<file path="config.mk">
export PLATFORM = sky130hd
export DESIGN_NAME = rimon_top
export DESIGN_NICKNAME = d
export VERILOG_FILES = /design/src/inc/rimon_pkg.sv /design/src/design/rimon_presence.sv /design/src/design/rimon_top.sv
export VERILOG_INCLUDE_DIRS = /design/src /design/src/inc
export SDC_FILE = /design/constraint.sdc
export NUM_CORES = 1
export LEC_CHECK = 0
export BUFFER_PORTS_ARGS = -buffer_cell sky130_fd_sc_hd__buf_2
export CAP_MARGIN = 5
export CORE_ASPECT_RATIO = 1.75
export CORE_MARGIN = 5
export CORE_UTILIZATION = 30
export DETAILED_ROUTE_END_ITERATION = 12
export SLEW_MARGIN = 20
export SYNTH_ARGS = -nofsm -noshare
export SYNTH_HDL_FRONTEND = slang
export SYNTH_HIERARCHICAL = 1
export SYNTH_SLANG_ARGS = --single-unit
</file>
<file path="constraint.sdc">
create_clock -name CLK -period 3.48 [get_ports CLK]
set_input_delay 0.696 -clock CLK [delete_from_list [all_inputs] [get_ports CLK]]
set_output_delay 0.696 -clock CLK [all_outputs]
set_load 0.02 [all_outputs]
</file>
<file path="src/inc/rimon_consts.svh">
`ifndef RIMON_CONSTS_SVH
`define RIMON_CONSTS_SVH

// register offsets
`define RIMON_ADDR_STATUS     8'h21
`define RIMON_ADDR_FMT_PAIR   8'h80
`define RIMON_ADDR_FMT_TB     8'h81
`define RIMON_ADDR_MON_CFG    8'h83

// reset values
`define RIMON_RST_FMT_PAIR    8'h00
`define RIMON_RST_FMT_TB      8'h00
`define RIMON_RST_MON_CFG     8'h00

// input format fields and power-down bits
`define RIMON_FMT0_LSB        0
`define RIMON_FMT1_LSB        4
`define RIMON_FMT2_LSB        0
`define RIMON_PD0_BIT         2
`define RIMON_PD1_BIT         6
`define RIMON_PD2_BIT         2
`define RIMON_USE_REGS_BIT    7

// monitor configuration fields
`define RIMON_MON_EN_BIT      7
`define RIMON_NOM_BIT         5
`define RIMON_TB8K_BIT        4
`define RIMON_TBSEL_LSB       2
`define RIMON_WIN_LSB         0

// status fields
`define RIMON_ST_LOSS_LSB     0
`define RIMON_ST_ACT_BIT      3
`define RIMON_ST_FREQ_LSB     4

// timing: clock period and loss threshold (1 MHz)
`define RIMON_CLK_NS          4
`define RIMON_LOSS_NS         1000
`define RIMON_LOSS_CYC        (`RIMON_LOSS_NS / `RIMON_CLK_NS)
// 8 kHz timebase loss limits in active reference cycles (6.1 kHz, 4.7 kHz)
`define RIMON_LIM_8K_25M      13'h1002
`define RIMON_LIM_8K_19M      13'h1028

// gate lengths in timebase edges, all 40 ms
`define RIMON_GATE_8K         22'h00_0140
`define RIMON_GATE_10M        22'h06_1A80
`define RIMON_GATE_19M        22'h0B_DD80
`define RIMON_GATE_25M        22'h0F_4240
`define RIMON_GATE_38M        22'h17_BB00

// nominal active counts over 40 ms
`define RIMON_NOM_25M         22'h0F_4240
`define RIMON_NOM_19M         22'h0B_DD80

// window half-widths in counts (10, 25, 50, 100 ppm)
`define RIMON_WIN_25M_0       22'h00_000A
`define RIMON_WIN_25M_1       22'h00_0019
`define RIMON_WIN_25M_2       22'h00_0032
`define RIMON_WIN_25M_3       22'h00_0064
`define RIMON_WIN_19M_0       22'h00_0007
`define RIMON_WIN_19M_1       22'h00_0013
`define RIMON_WIN_19M_2       22'h00_0026
`define RIMON_WIN_19M_3       22'h00_004D

`endif

</file>
<file path="src/inc/rimon_pkg.sv">
package rimon_pkg;

  typedef enum logic [1:0] {
    FMT_CMOS = 2'h0,
    FMT_DIFF = 2'h1,
    FMT_XTAL = 2'h2
  } rimon_fmt_type;

  typedef enum logic [1:0] {
    ST_IDLE = 2'h1,
    ST_MEAS = 2'h2
  } rimon_state_type;

  typedef enum logic [1:0] {
    FS_VALID = 2'h0,
    FS_SLOW  = 2'h1,
    FS_FAST  = 2'h2,
    FS_FAULT = 2'h3
  } rimon_stat_type;

endpackage : rimon_pkg

</file>
<file path="src/design/rimon_presence.sv">
module rimon_presence (
  input  wire logic        clk,
  input  wire logic        srst,
  input  wire logic        edge_seen,
  input  wire logic        tick,
  input  wire logic [12:0] limit,
  output logic             lost
);

  logic [12:0] gap_q;

  // absent until the first edge is seen
  always_ff @(posedge clk) begin
    if (srst) begin
      gap_q <= 13'h0000;
      lost  <= 1'b1;
    end else if (edge_seen) begin
      gap_q <= 13'h0000;
      lost  <= 1'b0;
    end else if (tick) begin
      if (gap_q >= limit) begin
        lost <= 1'b1;
      end else begin
        gap_q <= gap_q + 13'h0001;
      end
    end
  end

  loss_rise_a: assert property (@(posedge clk) disable iff (srst)
    $rose(lost) |-> $past(gap_q) >= $past(limit))
    else $error("loss flag raised before the gap limit");

  loss_clear_a: assert property (@(posedge clk) disable iff (srst)
    edge_seen |=> !lost)
    else $error("loss flag not cleared by an edge");

  loss_seen_c: cover property (@(posedge clk) disable iff (srst) $rose(lost));

endmodule : rimon_presence

</file>
<file path="src/design/rimon_top.sv">
`include "rimon_consts.svh"

//////////////////////////////////////////////////////////////////////////////
// Contract
// - format codes 00 CMOS, 01 differential, 10 crystal
// - format fields at 0x080 [1:0],[5:4], 0x081 [1:0]
// - mode from sampled strap or the registers
// - CMOS receiver off by power-down or other mode
// - differential receiver off by power-down or other mode
// - crystal off likewise, or for the first two inputs when not selected
// - monitor runs only when 0x083 bit 7 set
// - measure active reference, window from 0x083 [1:0]
// - 0x083 bit 5 picks 25 or 19.44 MHz
// - timebase frequency from 0x083 bit 4, [3:2]
// - only the active reference is frequency checked
// - result at 0x021 [5:4]: valid/slow/fast/fault
// - fault pin is OR of status bits while the monitor runs
// - loss flag when clock absent or slow
// - 8 kHz timebase loss qualified by active reference
// - each input loss on own status bit
// - monitor off: pin shows requested input loss
// - selection low first input, high second
module rimon_top #(
  parameter int GATE_SHIFT = 0
) (
  input  wire logic       CLK,
  input  wire logic       SRST,
  input  wire logic       FIRST_REFERENCE_INPUT,
  input  wire logic       SECOND_REFERENCE_INPUT,
  input  wire logic       TIMEBASE_REFERENCE_INPUT,
  input  wire logic [1:0] FIRST_STRAP_PIN,
  input  wire logic       REF_SELECT,
  input  wire logic [7:0] REG_ADDR,
  input  wire logic [7:0] REG_WDATA,
  input  wire logic       REG_WE,
  input  wire logic       REG_RE,
  output logic      [7:0] REG_RDATA,
  output logic      [2:0] CMOS_PD,
  output logic      [2:0] DIFF_PD,
  output logic      [2:0] XTAL_PD,
  output logic      [2:0] CLOCK_ABSENT_FLAG,
  output logic      [1:0] FREQ_STATUS,
  output logic            FREQ_FAULT,
  output logic            ACTIVE_REF
);

  //////////////////////////////////////////////////////////////////////////////
  // helpers
  function automatic logic [21:0] rimon_gate(input logic tb8k, input logic [1:0] tbsel);
    logic [21:0] g;
    if (tb8k) begin
      g = `RIMON_GATE_8K;
    end else begin
      unique case (tbsel)
        2'h0: g = `RIMON_GATE_10M;
        2'h1: g = `RIMON_GATE_19M;
        2'h2: g = `RIMON_GATE_25M;
        2'h3: g = `RIMON_GATE_38M;
      endcase
    end
    return g;
  endfunction : rimon_gate

  function automatic logic [21:0] rimon_win(input logic nom19, input logic [1:0] sel);
    logic [21:0] w;
    unique case (sel)
      2'h0: w = nom19 ? `RIMON_WIN_19M_0 : `RIMON_WIN_25M_0;
      2'h1: w = nom19 ? `RIMON_WIN_19M_1 : `RIMON_WIN_25M_1;
      2'h2: w = nom19 ? `RIMON_WIN_19M_2 : `RIMON_WIN_25M_2;
      2'h3: w = nom19 ? `RIMON_WIN_19M_3 : `RIMON_WIN_25M_3;
    endcase
    return w;
  endfunction : rimon_win

  //////////////////////////////////////////////////////////////////////////////
  // registers
  logic [7:0] fmt_pair_q;
  logic [7:0] fmt_tb_q;
  logic [7:0] mon_cfg_q;
  logic [1:0] strap_q;
  logic       strap_done_q;
  logic       sel_q;
  logic [2:0] ref_prev_q;
  logic [1:0] stat_q;
  logic [2:0] loss_w;

  always_ff @(posedge CLK) begin
    if (SRST) begin
      fmt_pair_q <= `RIMON_RST_FMT_PAIR;
      fmt_tb_q   <= `RIMON_RST_FMT_TB;
      mon_cfg_q  <= `RIMON_RST_MON_CFG;
    end else if (REG_WE) begin
      case (REG_ADDR)
        `RIMON_ADDR_FMT_PAIR: fmt_pair_q <= REG_WDATA;
        `RIMON_ADDR_FMT_TB:   fmt_tb_q   <= REG_WDATA;
        `RIMON_ADDR_MON_CFG:  mon_cfg_q  <= REG_WDATA;
        default: ;
      endcase
    end
  end

  always_ff @(posedge CLK) begin
    if (SRST) begin
      REG_RDATA <= 8'h00;
    end else if (REG_RE) begin
      case (REG_ADDR)
        `RIMON_ADDR_STATUS:   REG_RDATA <= {2'h0, stat_q, sel_q, loss_w};
        `RIMON_ADDR_FMT_PAIR: REG_RDATA <= fmt_pair_q;
        `RIMON_ADDR_FMT_TB:   REG_RDATA <= fmt_tb_q;
        `RIMON_ADDR_MON_CFG:  REG_RDATA <= mon_cfg_q;
        default:              REG_RDATA <= 8'h00;
      endcase
    end
  end

  // strap caught once, on the first edge after reset release
  always_ff @(posedge CLK) begin
    if (SRST) begin
      strap_q      <= 2'h0;
      strap_done_q <= 1'b0;
    end else if (!strap_done_q) begin
      strap_q      <= FIRST_STRAP_PIN;
      strap_done_q <= 1'b1;
    end
  end

  //////////////////////////////////////////////////////////////////////////////
  // receiver modes and power-down
  logic [1:0] fmt_w [3];
  logic [2:0] pd_w;
  logic       use_regs_w;

  always_comb begin
    use_regs_w = fmt_tb_q[`RIMON_USE_REGS_BIT];
    fmt_w[0] = use_regs_w ? fmt_pair_q[`RIMON_FMT0_LSB +: 2] : strap_q;
    fmt_w[1] = use_regs_w ? fmt_pair_q[`RIMON_FMT1_LSB +: 2] : strap_q;
    fmt_w[2] = use_regs_w ? fmt_tb_q[`RIMON_FMT2_LSB +: 2] : strap_q;
    pd_w = {fmt_tb_q[`RIMON_PD2_BIT], fmt_pair_q[`RIMON_PD1_BIT], fmt_pair_q[`RIMON_PD0_BIT]};
  end

  // an unused code (11) leaves all three receivers off
  always_ff @(posedge CLK) begin
    if (SRST) begin
      CMOS_PD <= 3'h7;
      DIFF_PD <= 3'h7;
      XTAL_PD <= 3'h7;
    end else begin
      for (int i = 0; i < 3; i++) begin
        CMOS_PD[i] <= pd_w[i] || (fmt_w[i] != rimon_pkg::FMT_CMOS);
        DIFF_PD[i] <= pd_w[i] || (fmt_w[i] != rimon_pkg::FMT_DIFF);
        XTAL_PD[i] <= pd_w[i] || (fmt_w[i] != rimon_pkg::FMT_XTAL)
                      || ((i < 2) && (sel_q != i[0]));
      end
    end
  end

  //////////////////////////////////////////////////////////////////////////////
  // selection, edges, presence
  logic [2:0] edge_w;
  logic       act_edge_w;
  logic       tb_edge_w;
  logic       tb8k_w;
  logic       nom19_w;
  logic [12:0] lim_w [3];
  logic [2:0] tick_w;

  always_ff @(posedge CLK) begin
    if (SRST) begin
      sel_q      <= 1'b0;
      ref_prev_q <= {TIMEBASE_REFERENCE_INPUT, SECOND_REFERENCE_INPUT, FIRST_REFERENCE_INPUT};
      ACTIVE_REF <= 1'b0;
    end else begin
      sel_q      <= REF_SELECT;
      ACTIVE_REF <= sel_q;
      ref_prev_q <= {TIMEBASE_REFERENCE_INPUT, SECOND_REFERENCE_INPUT, FIRST_REFERENCE_INPUT};
    end
  end

  always_comb begin
    edge_w = {TIMEBASE_REFERENCE_INPUT, SECOND_REFERENCE_INPUT, FIRST_REFERENCE_INPUT}
             & ~ref_prev_q;
    act_edge_w = sel_q ? edge_w[1] : edge_w[0];
    tb_edge_w  = edge_w[2];
    tb8k_w     = mon_cfg_q[`RIMON_TB8K_BIT];
    nom19_w    = mon_cfg_q[`RIMON_NOM_BIT];
    lim_w[0]   = 13'(`RIMON_LOSS_CYC);
    lim_w[1]   = 13'(`RIMON_LOSS_CYC);
    lim_w[2]   = tb8k_w ? (nom19_w ? `RIMON_LIM_8K_19M : `RIMON_LIM_8K_25M)
                        : 13'(`RIMON_LOSS_CYC);
    tick_w     = {tb8k_w ? act_edge_w : 1'b1, 2'h3};
  end

  for (genvar g = 0; g < 3; g++) begin : g_presence
    rimon_presence u_presence (
      .clk       (CLK),
      .srst      (SRST),
      .edge_seen (edge_w[g]),
      .tick      (tick_w[g]),
      .limit     (lim_w[g]),
      .lost      (loss_w[g])
    );
  end

  assign CLOCK_ABSENT_FLAG = loss_w;

  //////////////////////////////////////////////////////////////////////////////
  // frequency monitor
  rimon_pkg::rimon_state_type state_q;
  logic [21:0] act_cnt_q;
  logic [21:0] tb_cnt_q;
  logic        flt_q;
  logic        mon_en_w;
  logic        restart_w;
  logic        gate_end_w;
  logic [21:0] gate_w;
  logic [21:0] nom_w;
  logic [21:0] win_w;
  logic [1:0]  eval_w;

  // gate opens on a timebase edge so no partial period skews the count
  always_comb begin
    mon_en_w   = mon_cfg_q[`RIMON_MON_EN_BIT];
    restart_w  = (REF_SELECT != sel_q) || (REG_WE && (REG_ADDR == `RIMON_ADDR_MON_CFG));
    gate_w     = rimon_gate(tb8k_w, mon_cfg_q[`RIMON_TBSEL_LSB +: 2]) >> GATE_SHIFT;
    nom_w      = (nom19_w ? `RIMON_NOM_19M : `RIMON_NOM_25M) >> GATE_SHIFT;
    win_w      = rimon_win(nom19_w, mon_cfg_q[`RIMON_WIN_LSB +: 2]) >> GATE_SHIFT;
    gate_end_w = tb_edge_w && (tb_cnt_q == gate_w - 22'h00_0001);
    if (flt_q || loss_w[sel_q] || loss_w[2]) begin
      eval_w = rimon_pkg::FS_FAULT;
    end else if (act_cnt_q < nom_w - win_w) begin
      eval_w = rimon_pkg::FS_SLOW;
    end else if (act_cnt_q > nom_w + win_w) begin
      eval_w = rimon_pkg::FS_FAST;
    end else begin
      eval_w = rimon_pkg::FS_VALID;
    end
  end

  always_ff @(posedge CLK) begin
    if (SRST || !mon_en_w) begin
      state_q   <= rimon_pkg::ST_IDLE;
      act_cnt_q <= 22'h00_0000;
      tb_cnt_q  <= 22'h00_0000;
      flt_q     <= 1'b0;
      stat_q    <= rimon_pkg::FS_VALID;
    end else begin
      unique case (state_q)
        rimon_pkg::ST_IDLE: begin
          act_cnt_q <= 22'h00_0000;
          tb_cnt_q  <= 22'h00_0000;
          flt_q     <= 1'b0;
          if (loss_w[2]) begin
            stat_q <= rimon_pkg::FS_FAULT;
          end
          if (tb_edge_w && !restart_w) begin
            state_q <= rimon_pkg::ST_MEAS;
          end
        end
        rimon_pkg::ST_MEAS: begin
          if (restart_w) begin
            state_q <= rimon_pkg::ST_IDLE;
          end else if (gate_end_w) begin
            stat_q    <= eval_w;
            act_cnt_q <= 22'h00_0000;
            tb_cnt_q  <= 22'h00_0000;
            flt_q     <= 1'b0;
          end else if (loss_w[2]) begin
            state_q <= rimon_pkg::ST_IDLE;
            stat_q  <= rimon_pkg::FS_FAULT; // no timebase, the gate never closes
          end else begin
            if (act_edge_w && (act_cnt_q != 22'h3F_FFFF)) begin
              act_cnt_q <= act_cnt_q + 22'h00_0001;
            end
            if (tb_edge_w) begin
              tb_cnt_q <= tb_cnt_q + 22'h00_0001;
            end
            flt_q <= flt_q || loss_w[sel_q] || loss_w[2];
          end
        end
        default: state_q <= rimon_pkg::ST_IDLE;
      endcase
    end
  end

  assign FREQ_STATUS = stat_q;

  // disabled monitor hands the pin over to the requested input's loss
  always_ff @(posedge CLK) begin
    if (SRST) begin
      FREQ_FAULT <= 1'b0;
    end else begin
      FREQ_FAULT <= mon_en_w ? |stat_q : loss_w[sel_q];
    end
  end

  //////////////////////////////////////////////////////////////////////////////
  // checks
  fault_pin_a: assert property (@(posedge CLK) disable iff (SRST)
    ##1 $past(mon_en_w) |-> FREQ_FAULT == (|$past(stat_q)))
    else $error("fault pin differs from status OR");
  pin_when_off_a: assert property (@(posedge CLK) disable iff (SRST)
    ##1 !$past(mon_en_w) |-> FREQ_FAULT == $past(loss_w[sel_q]))
    else $error("fault pin does not follow requested loss");
  cmos_pd_a: assert property (@(posedge CLK) disable iff (SRST)
    (pd_w[0] || fmt_w[0] == rimon_pkg::FMT_XTAL) |=> CMOS_PD[0])
    else $error("CMOS receiver left on");
  diff_pd_a: assert property (@(posedge CLK) disable iff (SRST)
    (!pd_w[1] && fmt_w[1] == rimon_pkg::FMT_DIFF) |=> !DIFF_PD[1])
    else $error("differential receiver wrongly off");
  xtal_pd_a: assert property (@(posedge CLK) disable iff (SRST)
    sel_q |=> XTAL_PD[0])
    else $error("unselected crystal receiver on");
  mon_off_a: assert property (@(posedge CLK) disable iff (SRST)
    !mon_en_w |=> stat_q == rimon_pkg::FS_VALID && state_q == rimon_pkg::ST_IDLE)
    else $error("monitor active while disabled");
  slow_eval_a: assert property (@(posedge CLK) disable iff (SRST)
    (mon_en_w && state_q == rimon_pkg::ST_MEAS && gate_end_w && !restart_w && !flt_q
     && !loss_w[sel_q] && !loss_w[2] && act_cnt_q < nom_w - win_w)
    |=> stat_q == rimon_pkg::FS_SLOW)
    else $error("slow reference not reported");
  fault_eval_a: assert property (@(posedge CLK) disable iff (SRST)
    (mon_en_w && state_q == rimon_pkg::ST_MEAS && gate_end_w && !restart_w && flt_q)
    |=> stat_q == rimon_pkg::FS_FAULT)
    else $error("fault during gate not reported");
  tb_limit_a: assert property (@(posedge CLK) disable iff (SRST)
    tb8k_w |-> lim_w[2] == (nom19_w ? 13'h1028 : 13'h1002))
    else $error("wrong 8 kHz loss limit");
  active_sel_a: assert property (@(posedge CLK) disable iff (SRST)
    ##2 ACTIVE_REF == $past(REF_SELECT, 2))
    else $error("active reference does not follow selection");
  valid_c: cover property (@(posedge CLK) disable iff (SRST)
    gate_end_w && state_q == rimon_pkg::ST_MEAS && eval_w == rimon_pkg::FS_VALID);
  fast_c: cover property (@(posedge CLK) disable iff (SRST) stat_q == rimon_pkg::FS_FAST);
  slow_c: cover property (@(posedge CLK) disable iff (SRST) stat_q == rimon_pkg::FS_SLOW);
  fault_off_c: cover property (@(posedge CLK) disable iff (SRST) !mon_en_w && FREQ_FAULT);

endmodule : rimon_top

</file>
==> summary by stage, run 1 <==
Outcome
The flow ran to the end, and the final reports show no timing, DRC or antenna violations.

Clocking
The number of levels the H-tree was split into is 4. The clock reaches the later pin of the worst-skew pair after 440 ps. The clock passes through at most 2 buffers.

The total clock sinks is 141. The tree is rooted in a sky130_fd_sc_hd__clkbuf_16. The TritonCTS clock tree is yes. Buffers inserted during clock tree synthesis total 17. After clock tree synthesis, the clock-pin slew on the worst setup and hold paths is 60 ps.

Pwr
The leakage power total is 4.06 nW. The total power after layout is 3.66 mW. In this run the power density over the cells is 356 mW/mm². The worst-case IR drop observed on VDD is 0.000277 V.

Floorplanning
The standard cell core area is 0.0287 mm². The I/O pin count is 50. The die covers roughly 0.033 mm². For this configuration, the core starts out at a cell density of 30.5%. The x dimension of the die is 139 µm. After floorplanning, the core was divided into between 80 and 90 placement rows. The height of the chip is 236 µm.

Setup path
The largest individual stage delay along the critical path comes from the cell sky130_fd_sc_hd__or4_4. The endpoint of the worst-slack reg-to-reg timing path is tb_cnt_q[19]$_SDFFE_PP0P_. The start of the worst register-to-register path is mon_cfg_q[3]$_SDFFE_PP0P_. The cell count of the worst reg-to-reg path is 11. The biggest cell delay along the critical path is around 570 ps. For the worst setup path, the data required time is 3810 ps. In this run the worst path has a maximum fanout of 10. The type of destination of the critical path is a flop. The internal reg-to-reg setup slack is 160 ps. The type of origin of the critical path is a flop. On the critical path the largest part of the delay comes from simple AND/OR/NAND/NOR gates. The critical path goes through inv_1 -> ha_1 -> buf_4 -> or4b_4 -> a21oi_2 -> o2111ai_1 -> or4_4 -> o31ai_4 -> nor2_2 -> and3_1 -> a211o_1. Counting both buffers and inverters, the worst setup path holds a total of 2. Data arrives at the worst endpoint at roughly 3700 ps.

The worst setup path is of the flop to flop kind.

Timing
The worst slew margin relative to its limit is 52.8%. Setup repair after global routing left no endpoint under its margin. The final critical path takes up 95.3% of the cycle. The shortest period the worst path allows is 3320 ps. The peak clock frequency supported by timing is 301 MHz. The number of endpoints with negative hold slack in the final report is 0.

The maximum clock skew at final layout is 9.39 ps. The total count of max-transition violations in the final report is 0. The transition at the pin with the smallest max-transition slack is 699 ps. Setup violations remaining at the end of the flow were counted as 0.

The final total negative setup slack is 0 ps.

Cells and area
After routing the design area is 0.0103 mm². In the final layout, the share of cells above drive strength 1 is 12.4%. The relative area change from synthesis to final layout is 17.2%.

After the last flow step, the layout net total stands at approximately 1300. The fill cell instance count of the final layout is approximately 3100. The core occupancy in the finished layout is approximately 36%.

For this run, the number of standard cells in the final layout without fillers is 1577.

Global route
Entering global routing, the biggest net connects between 50 and 60 pins. The first global-routing pass estimated 38800 µm of wire. The aggregate global-route resource usage is about 15%.

Global routing finished with a remaining overflow of 0. The initial antenna violation count is 3. The number of global-route vias before repair is ~8000.

Routing
The first detailed-routing pass ran for 6 iterations. Summed over all layers, the routed wires come to 24100 µm. For this block, the initial DRC count from the detailed router was about 430. The number of nets still failing antenna checks after routing is 0.

Across all layers, the routed design uses 8248 vias. Dividing the detail-routed wire length by the instance count gives 15.3 µm. The number of remaining DRC errors is 0. Using the TritonRoute via totals, the vias-per-cell ratio works out to between 5 and 6.

Worst hold path
The capture endpoint of the worst hold path is ref_prev_q[0]$_DFF_P_. The startpoint of the worst hold path is FIRST_REFERENCE_INPUT. The path class of the tightest hold or removal check is primary input to flop. Along the worst hold path, the cell count comes to 1.

Flow run
The number of max-capacitance violations reported is 0.

Place
Detailed placement finished with a half-perimeter wire length of 18800 µm. Routability-driven placement finished with a final weighted congestion of between 0.8 and 0.9. The post-placement cell count is 1541. The placement-stage cell area is 0.00965 mm². During placement, the flow inserted port buffers numbering 49.

Logic synthesis
By area the synthesized netlist is led by sky130_fd_sc_hd__dfxtp_1 (32%), sky130_fd_sc_hd__ha_1 (12%), sky130_fd_sc_hd__a21oi_1 (6.5%). In the synthesized netlist the async set-or-reset flop fraction comes to 0%. The share of the synthesized area in the top cell type is 32.2%. The cell type contributing the most total cell area after synthesis is sky130_fd_sc_hd__dfxtp_1. During synthesis, Yosys emitted a total of 6 warnings. For this run, the register share of the synthesized area comes to 32.2%.

A synthesized cell averages 8.04 µm². The cell area that synthesis handed to floorplanning was between 0.008 and 0.009 mm². The count of distinct cell types in the synthesized netlist is 76. The flip-flop cell with the highest count after synthesis is sky130_fd_sc_hd__dfxtp_1.

The instance count of the mapped netlist is approximately 1100. The number of enable flip-flop cells after synthesis is 0. Synthesis inferred 141 register bits.
[logic make-up after synthesis]
logic type | count (synthesis) | synth area share (%)
AOI/OAI and AO/OA | 278 | 20.4
xor gates and xnor gates | 21 | 2.27
adders and majority gates | 82 | 11.7
buffers and inverters | 124 | 5.87
DFF | 141 | 32.2
muxes | 10 | 1.19
other | 2 | 0.0857
and+or+nand+nor | 432 | 26.3
[cell usage in the layout (no fill, tap or decap), drive strengths merged, types with 5 or more instances in the layout]
cell	count
o21a	8
buf	80
clkinv	6
o31ai	39
a21oi	116
a21o	8
nand2b	16
and3	19
a22oi	14
or3	23
mux2i	7
nand3	89
nor2	67
a211oi	9
nand2	99
a211o	5
a31oi	5
o21ai	39
ha	82
nor4	9
nor3	17
o211ai	5
or4	23
clkbuf	19
conb	38
inv	85
and2	7
nand4	27
dfxtp	141
xor2	7
nor2b	10
or2	7
xnor2	13
[power by group]
group	switching, mW	internal, mW
Clock	0.748	1.06
Sequential	0.0164	1.63
Combinational	0.128	0.0743
Total	0.892	2.76
[worst register-to-register path, cell delays in order, from the launching register on]
cell                        delay (ps)
sky130_fd_sc_hd__dfxtp_2           350
sky130_fd_sc_hd__inv_1              70
sky130_fd_sc_hd__ha_1              200
sky130_fd_sc_hd__buf_4             170
sky130_fd_sc_hd__or4b_4            540
sky130_fd_sc_hd__a21oi_2           190
sky130_fd_sc_hd__o2111ai_1         150
sky130_fd_sc_hd__or4_4             570
sky130_fd_sc_hd__o31ai_4           380
sky130_fd_sc_hd__nor2_2            160
sky130_fd_sc_hd__and3_1            210
sky130_fd_sc_hd__a211o_1           220
[cell usage after synthesis, types with 4 or more instances]
cell type / count
sky130_fd_sc_hd__a211o_1: 5
sky130_fd_sc_hd__a22oi_1: 14
sky130_fd_sc_hd__dfxtp_1: 141
sky130_fd_sc_hd__and4_1: 4
sky130_fd_sc_hd__nor3b_1: 4
sky130_fd_sc_hd__nor4_1: 8
sky130_fd_sc_hd__a211oi_1: 9
sky130_fd_sc_hd__nor2_1: 66
sky130_fd_sc_hd__a21oi_1: 113
sky130_fd_sc_hd__nor2b_1: 10
sky130_fd_sc_hd__and3_1: 19
sky130_fd_sc_hd__buf_2: 6
sky130_fd_sc_hd__or2_2: 6
sky130_fd_sc_hd__clkbuf_1: 26
sky130_fd_sc_hd__buf_1: 4
sky130_fd_sc_hd__xor2_1: 7
sky130_fd_sc_hd__nand2_1: 99
sky130_fd_sc_hd__xnor2_1: 13
sky130_fd_sc_hd__a21o_1: 8
sky130_fd_sc_hd__or3_1: 23
sky130_fd_sc_hd__nand4_1: 27
sky130_fd_sc_hd__nor3_1: 17
sky130_fd_sc_hd__or4_1: 21
sky130_fd_sc_hd__o41ai_1: 4
sky130_fd_sc_hd__mux2i_1: 7
sky130_fd_sc_hd__and2_1: 6
sky130_fd_sc_hd__ha_1: 82
sky130_fd_sc_hd__o21ai_0: 38
sky130_fd_sc_hd__o211ai_1: 5
sky130_fd_sc_hd__o21a_1: 8
sky130_fd_sc_hd__nand3_1: 86
sky130_fd_sc_hd__nand2b_1: 13
sky130_fd_sc_hd__o21bai_1: 4
sky130_fd_sc_hd__buf_6: 5
sky130_fd_sc_hd__o31ai_1: 38
sky130_fd_sc_hd__inv_1: 82
[layout make-up]
class / count / area, µm² / area share [%]
inverter: 82 / 308 / 3.00
sequential: 141 / 2830 / 27.5
clock inverter: 13 / 139 / 1.35
antenna: 3 / 7.51 / 0.0731
tap: 378 / 473 / 4.60
multi-input combinational: 861 / 5610 / 54.6
clock buffer: 19 / 433 / 4.21
timing repair buffer: 80 / 478 / 4.65
[how the worst max path moves through the flow]
stage	startpoint	endpoint	slack [ps]	cells past startpoint
after floorplan	mon_cfg_q[2]$_SDFFE_PP0P_	tb_cnt_q[18]$_SDFFE_PP0P_	3	14
after global placement	mon_cfg_q[2]$_SDFFE_PP0P_	tb_cnt_q[13]$_SDFFE_PP0P_	100	12
after detailed placement	mon_cfg_q[3]$_SDFFE_PP0P_	tb_cnt_q[10]$_SDFFE_PP0P_	-20	12
after CTS	mon_cfg_q[2]$_SDFFE_PP0P_	act_cnt_q[11]$_SDFFE_PP0P_	-20	12
after global routing	mon_cfg_q[3]$_SDFFE_PP0P_	tb_cnt_q[19]$_SDFFE_PP0P_	40	11
final	mon_cfg_q[3]$_SDFFE_PP0P_	tb_cnt_q[19]$_SDFFE_PP0P_	160	11
[metal layers]
metal	GRT usage (%)	vias up	share of wire [%]
met5	0	-	0
met4	7.69	0	4.5
met3	3.53	60	3.1
met2	28.5	137	56
met1	13.7	3915	37
li1	-	4136	-
[state kept, by name, indices dropped and copies added, names as in the netlist, 2 cells and up]
signal,count
fmt_pair_q,8
mon_cfg_q,8
tb_cnt_q,22
fmt_tb_q,8
REG_RDATA,8
strap_q,2
FREQ_STATUS,2
DIFF_PD,3
XTAL_PD,3
ref_prev_q,3
act_cnt_q,22
g_presence.u_presence/lost,3
state_q,2
g_presence.u_presence/gap_q,39
CMOS_PD,3
[metrics by stage]
stage               setup WS [ps]  hold WS, ps
finish                        162          361
global route                 42.0          347
CTS                         -21.5          344
detailed placement          -23.4          451
global placement              102          444
floorplan                    3.02          436
[timing repair]
item,CTS,global route
pin swaps,0,2
resized for setup,1,8
hold buffers,0,0
buffers inserted,0,1
endpoints found under the setup margin,8,46
No activity file was read; power rests on OpenSTA's default activity.
==> inputs of run 2 (changes only) <==
Settings changed: RECOVER_POWER from default to 50.
==> summary by stage, run 2 (synthesized netlist as in run 1, its figures left out) <==
Outcome
The flow ran to the end, but the final reports show violations. The checks that failed: max-capacitance violations, max-slew violations.

Global route
The initial antenna violation count was 3. The first-pass GRT wire length is 38800 µm. The layer with the highest usage is met2. The pin count of the biggest net entering global routing is 51. The global routing usage on met1 is 13.7%. The number of global-route vias before repair is 7808. The aggregate global-route resource usage is 14.6%. The met3 capacity usage during global routing is 3.53%.

The met2 routing resource usage after global routing is 28.5%. The total overflow left after global routing is 0.

Cells and area
The commonest non-fill, non-tap cell in the layout is sky130_fd_sc_hd__dfxtp_1. In the final layout, the registers with the most flip-flops are g_presence.u_presence/gap_q: 39 flops, act_cnt_q: 22 flops, tb_cnt_q: 22 flops. The flip-flop count of the largest register, all copies and words added is 39. In the layout the commonest cells are sky130_fd_sc_hd__dfxtp_1 (139), sky130_fd_sc_hd__a21oi_1 (113), sky130_fd_sc_hd__nand2_1 (99), sky130_fd_sc_hd__nand3_1 (86), sky130_fd_sc_hd__inv_1 (82). The register with the most flip-flops in the final layout is g_presence.u_presence/gap_q. Relative to the synthesized area, the layout overhead comes to 16.8%. Cells with a size suffix above 1 make up 9.78% of the layout. The net total in the final layout is between 1000 and 1500.

Setup path
The critical path is of the flop to flop type. Following the worst setup path forward leads to its endpoint at tb_cnt_q[19]$_SDFFE_PP0P_. The number of cells on the worst reg-to-reg path is 11. The start of the worst register-to-register path is mon_cfg_q[3]$_SDFFE_PP0P_. In this run the critical register-to-register path is captured at tb_cnt_q[19]$_SDFFE_PP0P_. The worst setup path is captured at a flop. The most critical setup path has its startpoint at mon_cfg_q[3]$_SDFFE_PP0P_.

The arrival time at the worst endpoint is 3650 ps. The largest single stage delay on the critical path is 570 ps. Along the worst path, the maximum fanout reaches 10.

The worst-path cell with the longest stage delay is sky130_fd_sc_hd__or4_4. The type of origin of the critical path is a flop. The internal reg-to-reg setup slack is 160 ps. For the worst setup path, the data required time is 3810 ps.

The signal on the critical path passes through inv_1 -> ha_1 -> buf_4 -> or4b_4 -> a21oi_2 -> o2111ai_1 -> or4_4 -> o31ai_4 -> nor2_2 -> and3_1 -> a211o_1.

Routing
The routed layout has ~8000 vias. After detailed routing, the number of vias per cell comes to 5.20. The detail route stage leaves a number of antenna-violating nets equal to 0.

The number of remaining DRC errors is 0. The first detailed-routing pass took 8 iterations. The first routing iteration left 413 violations. For this block, the routed nets add up to 24100 µm of wire.

After detailed routing, the average wire length per cell comes to 15.3 µm.

Timing
The transition at the pin with the smallest max-transition slack is 2140 ps. The peak clock frequency supported by timing is 301 MHz. Clock skew on the completed layout was measured at approximately 9.5 ps. Setup repair after global routing left no endpoint under its margin. Subtracting the final worst setup slack from the clock period gives approximately 3300 ps. The number of endpoints with negative hold slack in the final report is 0. After layout, the worst path uses 95.5% of the clock period. Hold timing on the final database bottoms out at a slack of about 360 ps. The number of endpoints failing setup at the final stage is 0. The total count of max-transition violations in the final report is around 50. In this run the tightest slew margin relative to its limit is -42.7%. The final total negative setup slack is 0 ps.

Pwr
The total power divided by cell area is 357 mW/mm². The total power after layout is 3.65 mW. The peak supply drop is 0.000275 V. The leakage power total is 3.97 nW.

Floorplanning
In this run the horizontal extent of the chip is ~140 µm. For this configuration, the core starts out at a cell density of 30.5%. The core region is 0.0287 mm². In this run the core area contains approximately 80 standard-cell rows. Measured along the y axis, the die boundary spans 236 µm. For this design the top-level I/O count stands at 50. The floorplan step defined a die boundary enclosing 0.0329 mm².

Clocking
The clock insertion delay at the later pin of the skew report is 440 ps. The clock net in this run drives a total of approximately 140 sinks. The cell sitting at the root of the clock tree is a sky130_fd_sc_hd__clkbuf_16. In this run, post-CTS hold repair placed 0 buffers. The H-tree was split into 4 levels. After clock tree synthesis, the clock-pin slew on the worst setup and hold paths is 60 ps. TritonCTS built the clock tree. In this run, CTS created clock tree buffers numbering 17. The worst-case clock buffer depth is 2.

Worst hold path
The min-delay analysis places its worst path in the category primary input to flop.

Place
At the end of routability-driven placement, the weighted congestion stood at 0.855. The HPWL after detailed placement is 18800 µm. The count of buffers from port buffering is 49.

Flow run
The tool flagged a number of max-cap violations equal to 1.
## run 2: cell types whose count changed in the layout (fill, tap and decap cells not counted), sizes merged
cell / change
buf: -28
clkbuf: +28
## run 2: final cells by class
type / count / area (µm²)
inverters: 82 / 308
well taps: 378 / 473
repair buffers: 80 / 440
diodes: 3 / 7.51
clock inverters: 13 / 139
clock buffers: 19 / 433
multi-input cells: 861 / 5610
fillers: 3060 / 18500
flip-flops and latches: 141 / 2830
## run 2: power by group
part           internal, mW  switching, mW  total, mW
clock                  1.06          0.746       1.80
sequential             1.63         0.0166       1.65
combinational        0.0706          0.128      0.198
## run 2: what timing repair did
item	CTS	global route
resized for setup	1	8
hold endpoints to repair	0	0
setup endpoints to repair	8	46
pin swaps	0	2
buffers inserted	0	1
cloned	0	0
## run 2: how the worst min path moves through the flow
stage	from	endpoint	slack, ps	cells past startpoint
after floorplan	fmt_tb_q[6]$_SDFFE_PP0P_	fmt_tb_q[6]$_SDFFE_PP0P_	440	2
after global placement	fmt_tb_q[4]$_SDFFE_PP0P_	fmt_tb_q[4]$_SDFFE_PP0P_	440	2
after detailed placement	fmt_tb_q[5]$_SDFFE_PP0P_	fmt_tb_q[5]$_SDFFE_PP0P_	450	2
after CTS	FIRST_REFERENCE_INPUT	ref_prev_q[0]$_DFF_P_	340	1
after global routing	FIRST_REFERENCE_INPUT	ref_prev_q[0]$_DFF_P_	350	1
final	FIRST_REFERENCE_INPUT	ref_prev_q[0]$_DFF_P_	360	1
## run 2: worst max-delay path, delay by kind of cell, from the launching register on
| family | cells | cell delay [ps] |
|---|---|---|
| flops | 1 | 350 |
| simple gates | 4 | 1480 |
| compound gates | 4 | 940 |
| fa+ha+maj | 1 | 200 |
| buf+inv | 2 | 250 |
## run 2: per-layer routing
layer | share of wire, % | vias up
met5 | 0 | -
met4 | 4.6 | 0
met3 | 3.2 | 58
met2 | 56 | 123
met1 | 37 | 3883
li1 | - | 4132
## run 2: per-stage QoR
| step | instance area [µm²] | setup slack [ps] | std cells | utilization, % |
|---|---|---|---|---|
| 3_3_place_gp | 9650 | 102 | 1541 | 33.6 |
| 3_5_place_dp | 9650 | -23.4 | 1541 | 33.6 |
| 5_1_grt | 10200 | 41.9 | 1576 | 35.6 |
| 6_report | 10200 | 158 | 1577 | 35.6 |
| 4_1_cts | 10200 | -21.5 | 1573 | 35.6 |
| 2_1_floorplan | 8900 | 3.02 | 1126 | - |
